==> config.mk <==
export PLATFORM = sky130hd
export DESIGN_NAME = charger_status_and_current_regs
export DESIGN_NICKNAME = d
export VERILOG_FILES = /design/src/inc/charger_regs_pkg.sv /design/src/rtl/charger_status_and_current_regs.sv
export VERILOG_INCLUDE_DIRS = /design/src /design/src/inc
export SDC_FILE = /design/constraint.sdc
export NUM_CORES = 1
export LEC_CHECK = 0
export BUFFER_PORTS_ARGS = -buffer_cell sky130_fd_sc_hd__buf_2
export CORE_MARGIN = 10
export CORE_UTILIZATION = 44
export CTS_CLUSTER_SIZE = 12
export DETAILED_ROUTE_END_ITERATION = 16
export PLACE_DENSITY_LB_ADDON = 0.3
export SLEW_MARGIN = 30
export SYNTH_ARGS = -nofsm -noshare
export SYNTH_HDL_FRONTEND = slang
export SYNTH_SLANG_ARGS = --single-unit
==> constraint.sdc <==
create_clock -name sys_clk -period 1.56 [get_ports sys_clk]
set_input_delay 0.234 -clock sys_clk [delete_from_list [all_inputs] [get_ports sys_clk]]
set_output_delay 0.234 -clock sys_clk [all_outputs]
set_load 0.05 [all_outputs]
==> src/inc/charger_regs_params.svh <==
`ifndef CHARGER_REGS_PARAMS_SVH
`define CHARGER_REGS_PARAMS_SVH

`define ADDR_CHARGE_CURRENT 8'h14
`define ADDR_CONDITION_STATUS 8'h20
`define ADDR_PROCHOT_STATUS 8'h21

`define CHARGE_CURRENT_RESET 16'h0000
`define CHARGE_CURRENT_MASK 16'h1FC0
`define CHARGE_CURRENT_RSVD_HI 16'hE000
`define CHARGE_CURRENT_LSB_POS 6
`define CHARGE_CURRENT_STEP_MA 64

`define STAT_INPUT_PRESENT_POS 15
`define STAT_SYSTEM_OVERVOLTAGE_POS 4
`define STAT_LATCHOFF_POS 2
`define PROCHOT_FLAGS_W 7

`endif

==> src/inc/charger_regs_pkg.sv <==
package charger_regs_pkg;

  // host register access as seen after the serial protocol has been decoded
  typedef struct packed {
    logic wrStrobe;
    logic rdStrobe;
    logic rdDone;
    logic [7:0] addr;
    logic [15:0] wrData;
  } host_req_s;

  typedef struct packed {
    logic rdValid;
    logic [15:0] rdData;
  } host_rsp_s;

  // monitored analog and pin conditions
  typedef struct packed {
    logic inputGood;
    logic inputOvervoltage;
    logic systemOvervoltage;
    logic latchOffFault;
    logic batteryPresent;
    logic [6:0] prochotTriggers;
  } charger_events_s;

  typedef enum logic [1:0] {
    RD_IDLE,
    RD_PENDING
  } read_state_e;

endpackage

==> src/rtl/charger_status_and_current_regs.sv <==
`timescale 1ns/1ns
`include "charger_regs_params.svh"

// Notes on behaviour
// - system overvoltage sets status bit 4 and keeps the converter off while set
// - writing zero to bit 4 or unplugging the input clears that latch
// - latch-off fault bit 2 stays set until the host reads the status register
// - processor-hot register shows seven trigger flags in bits 6..0, upper bits zero
// - charge current spans 64 mA to 8.128 A in 64 mA steps
// - current is the sum of bit weights, bit 12 = 4096 mA down to bit 6 = 64 mA
// - writes with any of bits 15..13 set are ignored
// - charge current is zero after power-on reset
// - input-good falling clears charge current unless caused by input overvoltage
// - battery-present pin falling clears charge current
// - current retained through overcurrent, thermal, latch-off and system overvoltage
// - bits 7 and 6 add 128 mA and 64 mA
// - status bit 15 mirrors the input-good pin
module charger_status_and_current_regs
  import charger_regs_pkg::*;
(
  input wire logic sys_clk,
  input wire logic arst_n,
  input wire charger_regs_pkg::host_req_s hostReq,
  input wire charger_regs_pkg::charger_events_s events,
  output charger_regs_pkg::host_rsp_s hostRsp,
  output logic [15:0] chargeCurrentSetting,
  output logic [12:0] chargeCurrentMa,
  output logic converterEnable
);
  import charger_regs_pkg::*;

  logic systemOvervoltageFlag;
  logic latchOffFlag;
  logic [6:0] prochotFlags;
  logic inputGoodPrev;
  logic batteryPresentPrev;
  logic inputPresentFlag;
  read_state_e readState;
  // edge detectors start low so no clear fires right after reset
  logic inputGoodFell;
  logic batteryRemoved;
  logic [15:0] next_charge_current_setting;
  logic [15:0] next_readData;
  logic currentWriteValid;
  logic currentClear;
  logic statusReadDone;

  function automatic logic [12:0] current_in_ma(input logic [15:0] value);
    logic [12:0] ma;
    ma = 13'(value[12:6]) * 13'(`CHARGE_CURRENT_STEP_MA);
    return ma;
  endfunction

  // is_write and is_read decode every strobed address test; the read-data mux matches hostReq.addr with its own case
  function automatic logic is_write(input charger_regs_pkg::host_req_s req,
                                    input logic [7:0] target);
    logic hit;
    hit = req.wrStrobe && (req.addr == target);
    return hit;
  endfunction

  function automatic logic is_read(input charger_regs_pkg::host_req_s req,
                                   input logic [7:0] target);
    logic hit;
    hit = req.rdStrobe && (req.addr == target);
    return hit;
  endfunction

  function automatic logic [15:0] status_word(input logic present, input logic ovp,
                                              input logic latchOff);
    logic [15:0] word;
    word = 16'h0000;
    word[`STAT_INPUT_PRESENT_POS] = present;
    word[`STAT_SYSTEM_OVERVOLTAGE_POS] = ovp;
    word[`STAT_LATCHOFF_POS] = latchOff;
    return word;
  endfunction

  assign inputGoodFell = inputGoodPrev && !events.inputGood;
  assign batteryRemoved = batteryPresentPrev && !events.batteryPresent;
  // reserved bits high mark the whole word invalid, not just those bits
  assign currentWriteValid = is_write(hostReq, `ADDR_CHARGE_CURRENT)
                             && (hostReq.wrData & `CHARGE_CURRENT_RSVD_HI) == 16'h0000;
  // an input overvoltage also drops input-good but must leave the setting alone
  assign currentClear = (inputGoodFell && !events.inputOvervoltage) || batteryRemoved;
  assign statusReadDone = (readState == RD_PENDING) && hostReq.rdDone;

  always_ff @(posedge sys_clk or negedge arst_n)
  begin
    if (!arst_n)
    begin
      inputGoodPrev <= 1'b0;
      batteryPresentPrev <= 1'b0;
    end
    else
    begin
      inputGoodPrev <= events.inputGood;
      batteryPresentPrev <= events.batteryPresent;
    end
  end

  always_ff @(posedge sys_clk or negedge arst_n)
  begin
    if (!arst_n)
    begin
      inputPresentFlag <= 1'b0;
    end
    else
    begin
      inputPresentFlag <= events.inputGood;
    end
  end

  // overcurrent, thermal, latch-off and system overvoltage inputs never reach this path
  always_comb
  begin
    next_charge_current_setting = chargeCurrentSetting;
    if (currentWriteValid)
    begin
      next_charge_current_setting = hostReq.wrData & `CHARGE_CURRENT_MASK;
    end
    if (currentClear)
    begin
      next_charge_current_setting = `CHARGE_CURRENT_RESET;
    end
  end

  always_ff @(posedge sys_clk or negedge arst_n)
  begin
    if (!arst_n)
    begin
      chargeCurrentSetting <= `CHARGE_CURRENT_RESET;
    end
    else
    begin
      chargeCurrentSetting <= next_charge_current_setting;
    end
  end

  // the mA value is taken from the next word so it never lags the register
  always_ff @(posedge sys_clk or negedge arst_n)
  begin
    if (!arst_n)
    begin
      chargeCurrentMa <= 13'h0000;
    end
    else
    begin
      chargeCurrentMa <= current_in_ma(next_charge_current_setting);
    end
  end

  // the event is tested last so a new overvoltage beats a host clear
  always_ff @(posedge sys_clk or negedge arst_n)
  begin
    if (!arst_n)
    begin
      systemOvervoltageFlag <= 1'b0;
    end
    else
    begin
      if (is_write(hostReq, `ADDR_CONDITION_STATUS)
          && !hostReq.wrData[`STAT_SYSTEM_OVERVOLTAGE_POS])
      begin
        systemOvervoltageFlag <= 1'b0;
      end
      // unplugging the adapter is the other way out of the latch
      if (inputGoodFell)
      begin
        systemOvervoltageFlag <= 1'b0;
      end
      if (events.systemOvervoltage)
      begin
        systemOvervoltageFlag <= 1'b1;
      end
    end
  end

  always_ff @(posedge sys_clk or negedge arst_n)
  begin
    if (!arst_n)
    begin
      converterEnable <= 1'b0;
    end
    else
    begin
      // the live input also gates, so the first overvoltage cycle already stops it
      converterEnable <= !systemOvervoltageFlag && !events.systemOvervoltage;
    end
  end

  // read handshake: clear-on-read waits for rdDone, so a fault stays only if it is still asserted in the rdDone cycle
  always_ff @(posedge sys_clk or negedge arst_n)
  begin
    if (!arst_n)
    begin
      readState <= RD_IDLE;
    end
    else
    begin
      case (readState)
        RD_IDLE:
        begin
          // a read of another register never opens a clear window
          if (is_read(hostReq, `ADDR_CONDITION_STATUS))
          begin
            readState <= RD_PENDING;
          end
        end
        RD_PENDING:
        begin
          if (hostReq.rdDone)
          begin
            readState <= RD_IDLE;
          end
        end
        default:
        begin
          readState <= RD_IDLE;
        end
      endcase
    end
  end

  always_ff @(posedge sys_clk or negedge arst_n)
  begin
    if (!arst_n)
    begin
      latchOffFlag <= 1'b0;
    end
    else
    begin
      if (statusReadDone)
      begin
        latchOffFlag <= 1'b0;
      end
      if (events.latchOffFault)
      begin
        latchOffFlag <= 1'b1;
      end
    end
  end

  always_ff @(posedge sys_clk or negedge arst_n)
  begin
    if (!arst_n)
    begin
      prochotFlags <= 7'h00;
    end
    else
    begin
      // live copy, not sticky: the trigger side owns how long a flag stays
      prochotFlags <= events.prochotTriggers;
    end
  end

  // unmapped addresses read zero so a probing host never sees a stale word
  always_comb
  begin
    next_readData = 16'h0000;
    case (hostReq.addr)
      `ADDR_CHARGE_CURRENT:
      begin
        next_readData = chargeCurrentSetting;
      end
      `ADDR_CONDITION_STATUS:
      begin
        next_readData = status_word(inputPresentFlag, systemOvervoltageFlag, latchOffFlag);
      end
      `ADDR_PROCHOT_STATUS:
      begin
        next_readData = {9'h000, prochotFlags};
      end
      default:
      begin
        next_readData = 16'h0000;
      end
    endcase
  end

  // read data is captured at the strobe and held until the next read
  always_ff @(posedge sys_clk or negedge arst_n)
  begin
    if (!arst_n)
    begin
      hostRsp <= '0;
    end
    else
    begin
      hostRsp.rdValid <= hostReq.rdStrobe;
      if (hostReq.rdStrobe)
      begin
        hostRsp.rdData <= next_readData;
      end
    end
  end

endmodule

* Yosys cells after proc, flatten, opt, wreduce, memory -nomap -nowiden
Index checks and enable logic that the tools add are counted.
Widths: inputs -> output; s select.
** Storage, ports and cells
- Register bits after elaboration :: 47
- Input bits :: 41
- Logic and storage cells :: 51
** Operators by class
- Equality and inequality tests :: 6
- Muxes and demuxes :: 11
- Reduce and logical (&&, ||, !) cells :: 23
** Operators by type and width (count)
- $pmux 16 s3 :: 1
- $mux 16 :: 2
- $eq 8x6->1 const B :: 2
- $logic_not 16->1 :: 1
- $logic_and 1x1->1 :: 10
- $eq 8x5->1 const B :: 1
- $logic_not 1->1 :: 6
- $mux 1 :: 5
- $mux 2 :: 2
- $ne 2x2->1 const B :: 2
- $pmux 2 s2 :: 1
- $reduce_bool 2->1 :: 2
- $reduce_bool 3->1 :: 1
- $eq 2x1->1 const B :: 1
- $logic_not 2->1 :: 1
- $reduce_and 2->1 :: 1
- $logic_or 1x1->1 :: 1

* Longest topological paths before layout
Gate-level depths: netlist of run 1.
- Depth after elaboration :: 6
- Mapped depth :: 5
- Gate-level depth less buffers :: 3

* Worst setup path after synthesis of run 1
Ideal clock, no wire load.
- Kind :: input-to-reg
- Start :: input port hostReq[14] (netlist bit)
- End :: register chargeCurrentSetting[10]
- Library setup time :: 0.079 ns
- Arrival time :: 1.466 ns
- Slack :: 0.014 ns
- Stages :: 3
- Path through :: or4b_2 -> nor3_4 -> mux2i_1
** On the way
- Longest elaborated chain between the ends :: 3
** Ends and longest elaborated chain
- start: declaration :: line charger_status_and_current_regs.sv:23 : input wire charger_regs_pkg::host_req_s hostReq,
- $logic_not 16->1 :: line charger_status_and_current_regs.sv:83 : && (hostReq.wrData & `CHARGE_CURRENT_RSVD_HI) == 16'h0000;
- $logic_and 1x1->1 :: line charger_status_and_current_regs.sv:82 : assign currentWriteValid = is_write(hostReq, `ADDR_CHARGE_CURRENT)
- $reduce_bool 2->1 (no line)
- end signal: assignment :: line charger_status_and_current_regs.sv:132 : chargeCurrentSetting <= `CHARGE_CURRENT_RESET;
- end signal: assignment :: line charger_status_and_current_regs.sv:136 : chargeCurrentSetting <= next_charge_current_setting;
- end: declaration :: line charger_status_and_current_regs.sv:26 : output logic [15:0] chargeCurrentSetting,
Every way passes these cells.
A chain may end at the register's enable or synchronous reset.

* Final worst setup path of run 1
- Start :: input port events[11] (netlist bit)
- End :: register chargeCurrentSetting[11]
** On the way
- Longest elaborated chain between the ends :: 5
- Elaborated cells on any way between the ends :: 6
- Those cells by class :: 1 x mux; 5 x reduce/logical
** Ends and longest elaborated chain
- start: declaration :: line charger_status_and_current_regs.sv:24 : input wire charger_regs_pkg::charger_events_s events,
- $logic_not 1->1 * :: line charger_status_and_current_regs.sv:79 : assign inputGoodFell = inputGoodPrev && !events.inputGood;
- $logic_and 1x1->1 * :: line charger_status_and_current_regs.sv:79
- $logic_and 1x1->1 * :: line charger_status_and_current_regs.sv:85 : assign currentClear = (inputGoodFell && !events.inputOvervoltage) || batteryRemoved;
- $logic_or 1x1->1 * :: line charger_status_and_current_regs.sv:85
- $mux 16 / $reduce_bool 2->1 (equally long branches)
Every way passes the cells marked *; elsewhere a longest branch is shown, timed or not.

==> run summary, run 1 <==
Status - completed
Req. time, crit path - 1780 ps
DRT Pass-1 Iters - 4
Top FF cell, synth - dfrtp_1
Worst vdd ir - 0.0005121 V
Yosys cell types - 28
Synthesis-to-layout area growth - 28.11%
GRT overflow - 0
WP data arrival - 1750 ps
Most frequent cells in the layout - 65 x buf_2, 35 x dfrtp_1, 17 x conb_1
TritonCTS buffer count - 5
Static Leak - 1.083 nW
Final instance area - 2024 um2
Antenna-violating nets left - 0
R2r setup slk - 270 ps
Starting Density - 46.26%
Cell count after synthesis - 133
Worst r2r src - inputPresentFlag
Worst Skew - 9.791 ps
Crit path to - chargeCurrentSetting[11]
Clock transition at path regs - 110 ps
Worst Setup Path Type - in2reg
Worst setup EP type - flop
Routability cong. - 0.7794
Post-synth EDFFs - 0
Startpoint types - input pin
Placed Cells incl. Taps - 236
Global-route wire length before repair - 6375 um
Hold_buf cts - 7
RSZ-0062 raised after global routing - no
Antenna diodes - 0
Final HPWL DP - 3161 um
Slew Viols, Final - 0
Seq cells post-synth - 35
Final Power - 1.652 mW
Grt peak-use layer - met2
Vias in the first global route - 1314
Wirelength per Cell - 15.43 um
Hold path depth - 2
Final setup fails - 0
Buffers on Ports - 65
Final #Nets - 248
CP max FO - 14
Met1 track demand over resource - 14.50%
Fraction of registers with async set/reset - 100.0%
Cell Rows - 21
FF-to-FF End - chargeCurrentSetting[11]
Power per Cell Area - 816.1 nW/um2
Post-Layout Cell Count - 254
Filler instances - 304
Max Cap Viol - 0
Area of the core - 3416 um2
Setup TNS - 0 ps
H-tree depth - 2
Hold WC Path Type - in2reg
Via count - 1205
Count of final hold-check violations - 0
Fin crit share - 97.56%
Largest net degree at the start of global routing - 21
Clock Tree Buf Depth - 2
Die area - 6389 um2
Final core utilization - 59.27%
Die X - 79.93 um
Sequential fraction of the synthesis area - 55.42%
Io pins - 88
Vias per Instance - 4.744
Initial antenna violation count - 0
Clock sinks - 35
Die height - 79.93 um
Most common cell after layout, fill and taps aside - buf_2
Total track usage - 12.50%
Achievable clock frequency - 0.6571 GHz
Met3 usage - 6.982%
Yosys warning total - 0
Crit. Startpoint - events[11]
Synthesized cell area - 1580 um2
Clk_lat worst skew - 330 ps
Sequential cell area - 875.8 um2
DRT iter0 DRCs - 48
WL final - 3919 um
Root buffer cell - clkbuf_4
Multi-input logic area - 531.8 um2
Share of cells above drive strength 1 - 40.87%
Postcts setup bufs - 0
CTS tree - done
Met2 usage - 19.74%
Syn Area/Cell - 11.88 um2
Placed inst area - 1871 um2
Drt drc - 0
Reg2reg path depth - 3
Post-cts sizing count - 0
Final Critical Period - 1522 ps
[layout make-up]
cell class,count,share of cell area [%]
well taps,46,2.843
inverters,6,1.112
flip-flops and latches,35,43.26
clock inverters,2,0.6180
clock buffers,6,2.040
multi-input cells,78,26.27
repair buffers,81,23.86
[registers in the layout, summed over array words and instances (netlist names)]
name                   cells
hostRsp                   15
chargeCurrentSetting       7
prochotFlags               7
batteryPresentPrev         1
converterEnable            1
inputPresentFlag           1
latchOffFlag               1
readState                  1
systemOvervoltageFlag      1
[power by group]
| part | total, mW | internal (mW) | leakage, nW | switching [mW] |
|---|---|---|---|---|
| clock network | 0.475 | 0.174 | 0.0282 | 0.301 |
| logic | 0.249 | 0.0732 | 0.598 | 0.175 |
| registers | 0.929 | 0.923 | 0.456 | 0.00540 |
| total | 1.65 | 1.17 | 1.08 | 0.482 |
[cell usage after synthesis, types with 2 or more instances]
| master | count | area [um2] |
|---|---|---|
| mux2i_1 | 10 | 100.1 |
| nor4_1 | 4 | 25.02 |
| buf_4 | 24 | 180.2 |
| nand2b_1 | 2 | 12.51 |
| or3b_2 | 2 | 17.52 |
| clkbuf_1 | 5 | 18.77 |
| nand3_1 | 15 | 75.07 |
| o2bb2ai_1 | 6 | 52.55 |
| dfrtp_1 | 35 | 875.8 |
| inv_1 | 6 | 22.52 |
| a22o_1 | 6 | 52.55 |
| nand2_1 | 2 | 7.510 |
[metal layers]
layer	share of wire (%)	up-vias	wire length (um)
met5	0	-	0
met4	0.87	0	34
met3	12	5	479
met2	45	59	1777
met1	42	561	1628
li1	-	580	-
[kinds of logic (layout without fill, tap and decap cells)]
| family | count (synthesis) | after routing | share of synthesized area, % |
|---|---|---|---|
| DFF | 35 | 35 | 55.42 |
| muxes | 11 | 11 | 7.047 |
| other | 1 | 17 | 0.2373 |
| AOI/OAI and AO/OA | 16 | 16 | 8.551 |
| buffers and inverters | 36 | 95 | 14.73 |
| and+or+nand+nor | 34 | 34 | 14.01 |
[worst min-delay path by stage]
stage	start	end	slack (ps)
CTS	events[7]	batteryPresentPrev	5
finish	events[9]	converterEnable	50
detailed placement	arst_n	hostRsp[16]	210
global route	events[9]	converterEnable	30
global placement	arst_n	hostRsp[16]	190
floorplan	arst_n	batteryPresentPrev	-60
[critical path, stage by stage]
cell and delay [ps]:
dlygate4sd3_1 540, buf_2 130, or3b_2 610, nand3_1 140
mux2i_1 90
[stage by stage]
step / hold slack [ps] / worst slack [ps]
after floorplan: -61.59 / 14.03
after CTS: 4.815 / 254.7
after global routing: 29.64 / 12.52
after global placement: 186.6 / -65.41
final: 45.80 / 38.09
after detailed placement: 209.7 / -89.89
Note: power is estimated with default switching activity, not from simulation.
==> run 2: changes to the inputs <==
- CELL_PAD_IN_SITES_DETAIL_PLACEMENT: not set -> 0
- CELL_PAD_IN_SITES_GLOBAL_PLACEMENT: not set -> 2
- CORE_UTILIZATION: 44 -> 25
- HOLD_SLACK_MARGIN: not set -> 0.06
==> run 2 against run 1 <==
Against the previous run: combinational power about the same; clock power rose by 31%; highest routed layer unchanged; die area is 55% higher; design area up 2.2%; register-to-register slack about the same.
==> run summary, run 2 (same netlist as run 1, synthesis figures left out) <==
Clk_lat worst skew - 280 ps (-50 ps)
Achievable clock frequency - 0.7194 GHz (+9.5%)
Max Cap Viol - 0 (unchanged)
Total track usage - 8.944% (-3.6 points)
Global-route wire length before repair - 7031 um (+10%)
Largest net degree at the start of global routing - 36 (+71%)
RSZ-0062 raised after global routing - no
DRT iter0 DRCs - 71 (+48%)
Routed wl met2 - 2058 um (+16%)
Starting Density - 26.23% (-20 points)
Final #Nets - 246 (-0.81%)
Worst Setup Path Type - in2reg
Drt drc - 0 (unchanged)
Antenna diodes - 0 (unchanged)
Vias in the first global route - 1316 (+0.15%)
DRT Pass-1 Iters - 4 (unchanged)
Root buffer cell - clkbuf_8
R2r setup slk - 260 ps (about the same)
Hold path depth - 1 (-1)
WL final - 4403 um (+12%)
Count of final hold-check violations - 0 (unchanged)
Clock Tree Buf Depth - 2 (unchanged)
Cell Rows - 28 (+33%)
CP max FO - 5 (-9)
Io pins - 88 (unchanged)
Met3 routed WL - 364 um (-24%)
Antenna-violating nets left - 0 (unchanged)
Buffers on Ports - 65 (unchanged)
Startpoint types - input pin
Met1 WL - 1932 um (+19%)
Slew of the pin with the lowest slew margin - 521.9 ps
Status - completed
Die height - 99.51 um (+24%)
WP data arrival - 1610 ps (-140 ps)
Hold EP - batteryPresentPrev
Biggest register - hostRsp
Req. time, crit path - 1780 ps (about the same)
Clock transition at path regs - 70 ps (-40 ps)
Static Leak - 1.088 nW (+0.52%)
Share of cells above drive strength 1 - 40.78% (-0.089 points)
GRT overflow - 0 (unchanged)
CTS tree - done
Hold WS - 84.34 ps (+38.54 ps)
Worst vdd ir - 0.0004077 V (-20%)
Most frequent cells in the layout - 65 x buf_2, 35 x dfrtp_1, 17 x conb_1
Post-cts sizing count - 0 (unchanged)
Most common cell after layout, fill and taps aside - buf_2
Power per Cell Area - 868.6 nW/um2 (+6.4%)
Clock sinks - 35 (unchanged)
Rel. slew slack - 65.21%
Routability cong. - 0.7763 (-0.40%)
DR top layer - met4
Initial antenna violation count - 0 (unchanged)
H-tree depth - 2 (unchanged)
Hold WC Path Type - in2reg
Top flop regs - hostRsp (15), chargeCurrentSetting (7), prochotFlags (7)
Die X - 99.51 um (+24%)
Synthesis-to-layout area growth - 30.88%
Via count - 1180 (-2.1%)
Reg2reg path depth - 3 (unchanged)
Slew Viols, Final - 0 (unchanged)
Wirelength per Cell - 15.67 um (+1.6%)
Final HPWL DP - 3506 um (+11%)
Final setup fails - 0 (unchanged)
Postcts setup bufs - 0 (unchanged)
Worst Skew - 8.617 ps (-1.174 ps)
TritonCTS buffer count - 5 (unchanged)
FF-to-FF End - chargeCurrentSetting[9]
Worst setup EP type - flop
Final Critical Period - 1390 ps (-131.9 ps)
Fin crit share - 89.10% (-8.5 points)
Vias per Instance - 4.199 (-11%)
Hold_sp - events[7]
Die area - 9901 um2 (+55%)
Worst r2r src - inputPresentFlag
Setup TNS - 0 ps (unchanged)
Number of flip-flops in the largest register - 15 (unchanged)
Area of the core - 6026 um2 (+76%)
[run 2: cell count changes in the layout (fill, tap and decap cells not counted), sizes merged]
cell         before  now
clkinvlp          1    0
clkbuf            6    7
dlygate4sd3      10    8
[run 2: per-stage QoR]
stage / area, um2 / std cells / worst slack [ps] / total power, mW / utilization, %
2_1_floorplan: 1640 / 149 / 14.03 / 1.126 / -
3_3_place_gp: 1907 / 265 / -75.78 / 1.174 / 31.64
3_5_place_dp: 1907 / 265 / -114.7 / 1.177 / 31.64
4_1_cts: 2068 / 281 / 172.5 / 1.827 / 34.32
5_1_grt: 2068 / 281 / 127.3 / 1.895 / 34.32
6_report: 2068 / 281 / 170.0 / 1.796 / 34.32
[run 2: how the worst max path moves through the flow]
stage,start,end,slack [ps],cells after the start
6_report,hostReq[23],hostRsp[15],170,5
5_1_grt,hostReq[14],chargeCurrentSetting[10],130,5
4_1_cts,hostReq[14],chargeCurrentSetting[10],170,5
3_5_place_dp,hostReq[14],chargeCurrentSetting[10],-110,5
3_3_place_gp,hostReq[23],readState[0],-80,4
2_1_floorplan,hostReq[14],chargeCurrentSetting[10],10,3
[run 2: critical path, cell delays in order]
cell and delay [ps]:
buf_2 100, or4_4 580, buf_4 170, nor4_1 300, mux2_2 220
[run 2: where the power goes]
part           internal [mW]  leakage [nW]  total (mW)  switching [mW]
Sequential             0.924         0.456       0.930         0.00623
Clock                  0.313        0.0422       0.621           0.307
Combinational         0.0699         0.590       0.246           0.176
Total                   1.31          1.09        1.80           0.489
[run 2: routing by layer]
metal  vias to the layer above  GRT usage (%)
li1                        576              -
met5                         -              0
met1                       550          10.27
met3                         2          4.429
met2                        52          13.88
met4                         0          3.638
[run 2: cell type report]
class | instances | area, um2
fillers | 629 | 3958
flip-flops and latches | 35 | 875.8
multi-input cells | 78 | 531.8
repair buffers | 79 | 462.9
well taps | 75 | 93.84
clock buffers | 7 | 76.32
inverters | 6 | 22.52
clock inverters | 1 | 5.005
[run 2: repair_timing]
action,4_1_cts,5_1_grt
setup endpoints to repair,0,0
endpoints found under the hold margin,42,0
hold buffers,8,0
==> run 3: changes to the inputs <==
- CORE_UTILIZATION: 25 -> 23
- clock period: 1.56 -> 1.27 ns (I/O delays scaled with it)
==> run 3 against run 2 <==
Against the previous run: worst hold slack lost 11 ps; total power grew 27%; sequential share of layout area shrank 1.8 points; design area grew 4.4%; register-to-register slack lost 110 ps; non-clock buffer count grew 9; global-route usage shrank 0.73 points; flip-flop and latch count is the same; combinational power grew 32%; largest cell class unchanged; highest routed layer unchanged.
==> run summary, run 3 (same netlist as run 1, synthesis figures left out) <==
Starting Density - 23.52% (-2.7 points)
Worst vdd ir - 0.0002928 V (-28%)
Worst Skew - 6.571 ps (-2.045 ps)
Slew Viols, Final - 0 (unchanged)
WP data arrival - 1040 ps (-570 ps)
Achievable clock frequency - 0.8142 GHz
H-tree depth - 2 (unchanged)
DR top layer - met4
Routed wl met2 - 1996 um (-3.0%)
Die area - 10590 um2 (+6.9%)
Biggest register - hostRsp
Share of cells above drive strength 1 - 42.99% (+2.2 points)
CTS tree - done
Buf/Inv on CP - 1 (-1)
Io pins - 88 (unchanged)
Post-Layout Cell Count - 294 (+4.6%)
Final core utilization - 32.14% (-2.2 points)
Max Cap Viol - 0 (unchanged)
Buffers on Ports - 65 (unchanged)
Critical path's top delay family - flip-flops
Total track usage - 8.214% (-0.73 points)
Root buffer cell - clkbuf_8
Clock Tree Buf Depth - 2 (unchanged)
Max incr delay on CP - 450 ps (-130 ps)
DRT iter0 DRCs - 24 (-66%)
Final HPWL DP - 3563 um (+1.6%)
Routability cong. - 0.7154 (-7.8%)
CP max FO - 4 (-1)
Req. time, crit path - 1080 ps (-700 ps)
Area of the core - 6719 um2 (+12%)
Number of flip-flops in the largest register - 15 (unchanged)
Final #Nets - 255 (+3.7%)
Cell Rows - 30 (+7.1%)
Most common cell after layout, fill and taps aside - buf_2
Largest net degree at the start of global routing - 36 (unchanged)
Wirelength per Cell - 15.24 um (-2.8%)
RSZ-0062 raised after global routing - yes
WL final - 4480 um (+1.7%)
Cell-by-cell trace of the critical path - buf_2
Final Power - 2.279 mW (+27%)
Clock sinks - 35 (unchanged)
Static Leak - 1.137 nW (+4.5%)
Synthesis-to-layout area growth - 36.66%
Worst Setup Path Type - reg2out
Placed Cells incl. Taps - 277 (+4.5%)
Antenna-violating nets left - 0 (unchanged)
Met3 routed WL - 352 um (-3.3%)
Initial antenna violation count - 0 (unchanged)
Postcts setup bufs - 0 (unchanged)
TritonCTS buffer count - 5 (unchanged)
Most frequent cells in the layout - 65 x buf_2, 35 x dfrtp_1, 17 x conb_1
Worst setup EP type - primary output
Startpoint types - flop
Clk_lat worst skew - 280 ps (about the same)
Top flop regs - hostRsp (15), chargeCurrentSetting (7), prochotFlags (7)
Vias in the first global route - 1224 (-7.0%)
Power per Cell Area - 1055 nW/um2 (+21%)
Die height - 102.9 um (+3.4%)
Via count - 1188 (+0.68%)
DRT Pass-1 Iters - 4 (unchanged)
Status - completed
Global-route wire length before repair - 6617 um (-5.9%)
Antenna diodes - 0 (unchanged)
Count of final hold-check violations - 0 (unchanged)
Vias per Instance - 4.041 (-3.8%)
Slowest-stage cell, CP - dfrtp_1
Clock transition at path regs - 70 ps (about the same)
Die X - 102.9 um (+3.4%)
Fin crit share - 96.70%
Final setup fails - 0 (unchanged)
GRT overflow - 0 (unchanged)
Drt drc - 0 (unchanged)
Hold WC Path Type - in2reg
Final Critical Period - 1228 ps
Met1 WL - 2067 um (+7.0%)
-- run 3: timing repair --
item,4_1_cts,5_1_grt
cloned,0,0
endpoints found under the setup margin,7,1
hold endpoints to repair,44,0
pin swaps,0,0
hold buffers,10,0
resized for setup,1,0
-- run 3: cell type report --
type	count	area [um2]
Fill cell	699	4559
Sequential cell	35	875.8
Clock inverter	1	5.005
Tap cell	80	100.1
Inverter	6	22.52
Timing Repair Buffer	88	535.5
Multi-Input combinational cell	78	538.0
Clock buffer	6	82.58
-- run 3: where the power goes --
group / total, mW / internal (mW) / switching [mW]
Clock: 0.813 / 0.425 / 0.387
Sequential: 1.14 / 1.13 / 0.00707
Combinational: 0.324 / 0.105 / 0.220
-- run 3: path summary, 6_finish.rpt --
kind / end / slack, ps / start / cells after the start
worst max-delay path: chargeCurrentSetting[8] / 40 / chargeCurrentSetting[8] / 1
min in group asynchronous: prochotFlags[4] / 470 / arst_n / 3
worst max register to register: chargeCurrentSetting[6] / 150 / inputPresentFlag / 3
worst min-delay path: hostRsp[16] / 70 / hostReq[25] / 1
max in group asynchronous: prochotFlags[0] / 460 / arst_n / 3
worst min register to register: converterEnable / 470 / systemOvervoltageFlag / 1
-- run 3: per-stage QoR --
stage / setup slack [ps] / hold WS [ps] / setup TNS [ps] / cell area, um2
after floorplan: -170.1 / -105.1 / -2177 / 1644
after global placement: -218.3 / 268.5 / -3024 / 1969
after detailed placement: -236.6 / 265.9 / -3071 / 1969
after CTS: 31.09 / 66.37 / 0 / 2160
after global routing: -2.301 / 66.71 / -2.301 / 2160
final: 41.86 / 73.72 / 0 / 2160
-- run 3: per-layer routing --
layer	vias to the layer above	global-route usage (%)
met5	-	0
met4	0	3.850
met3	5	3.083
met2	47	12.04
met1	545	10.40
li1	591	-
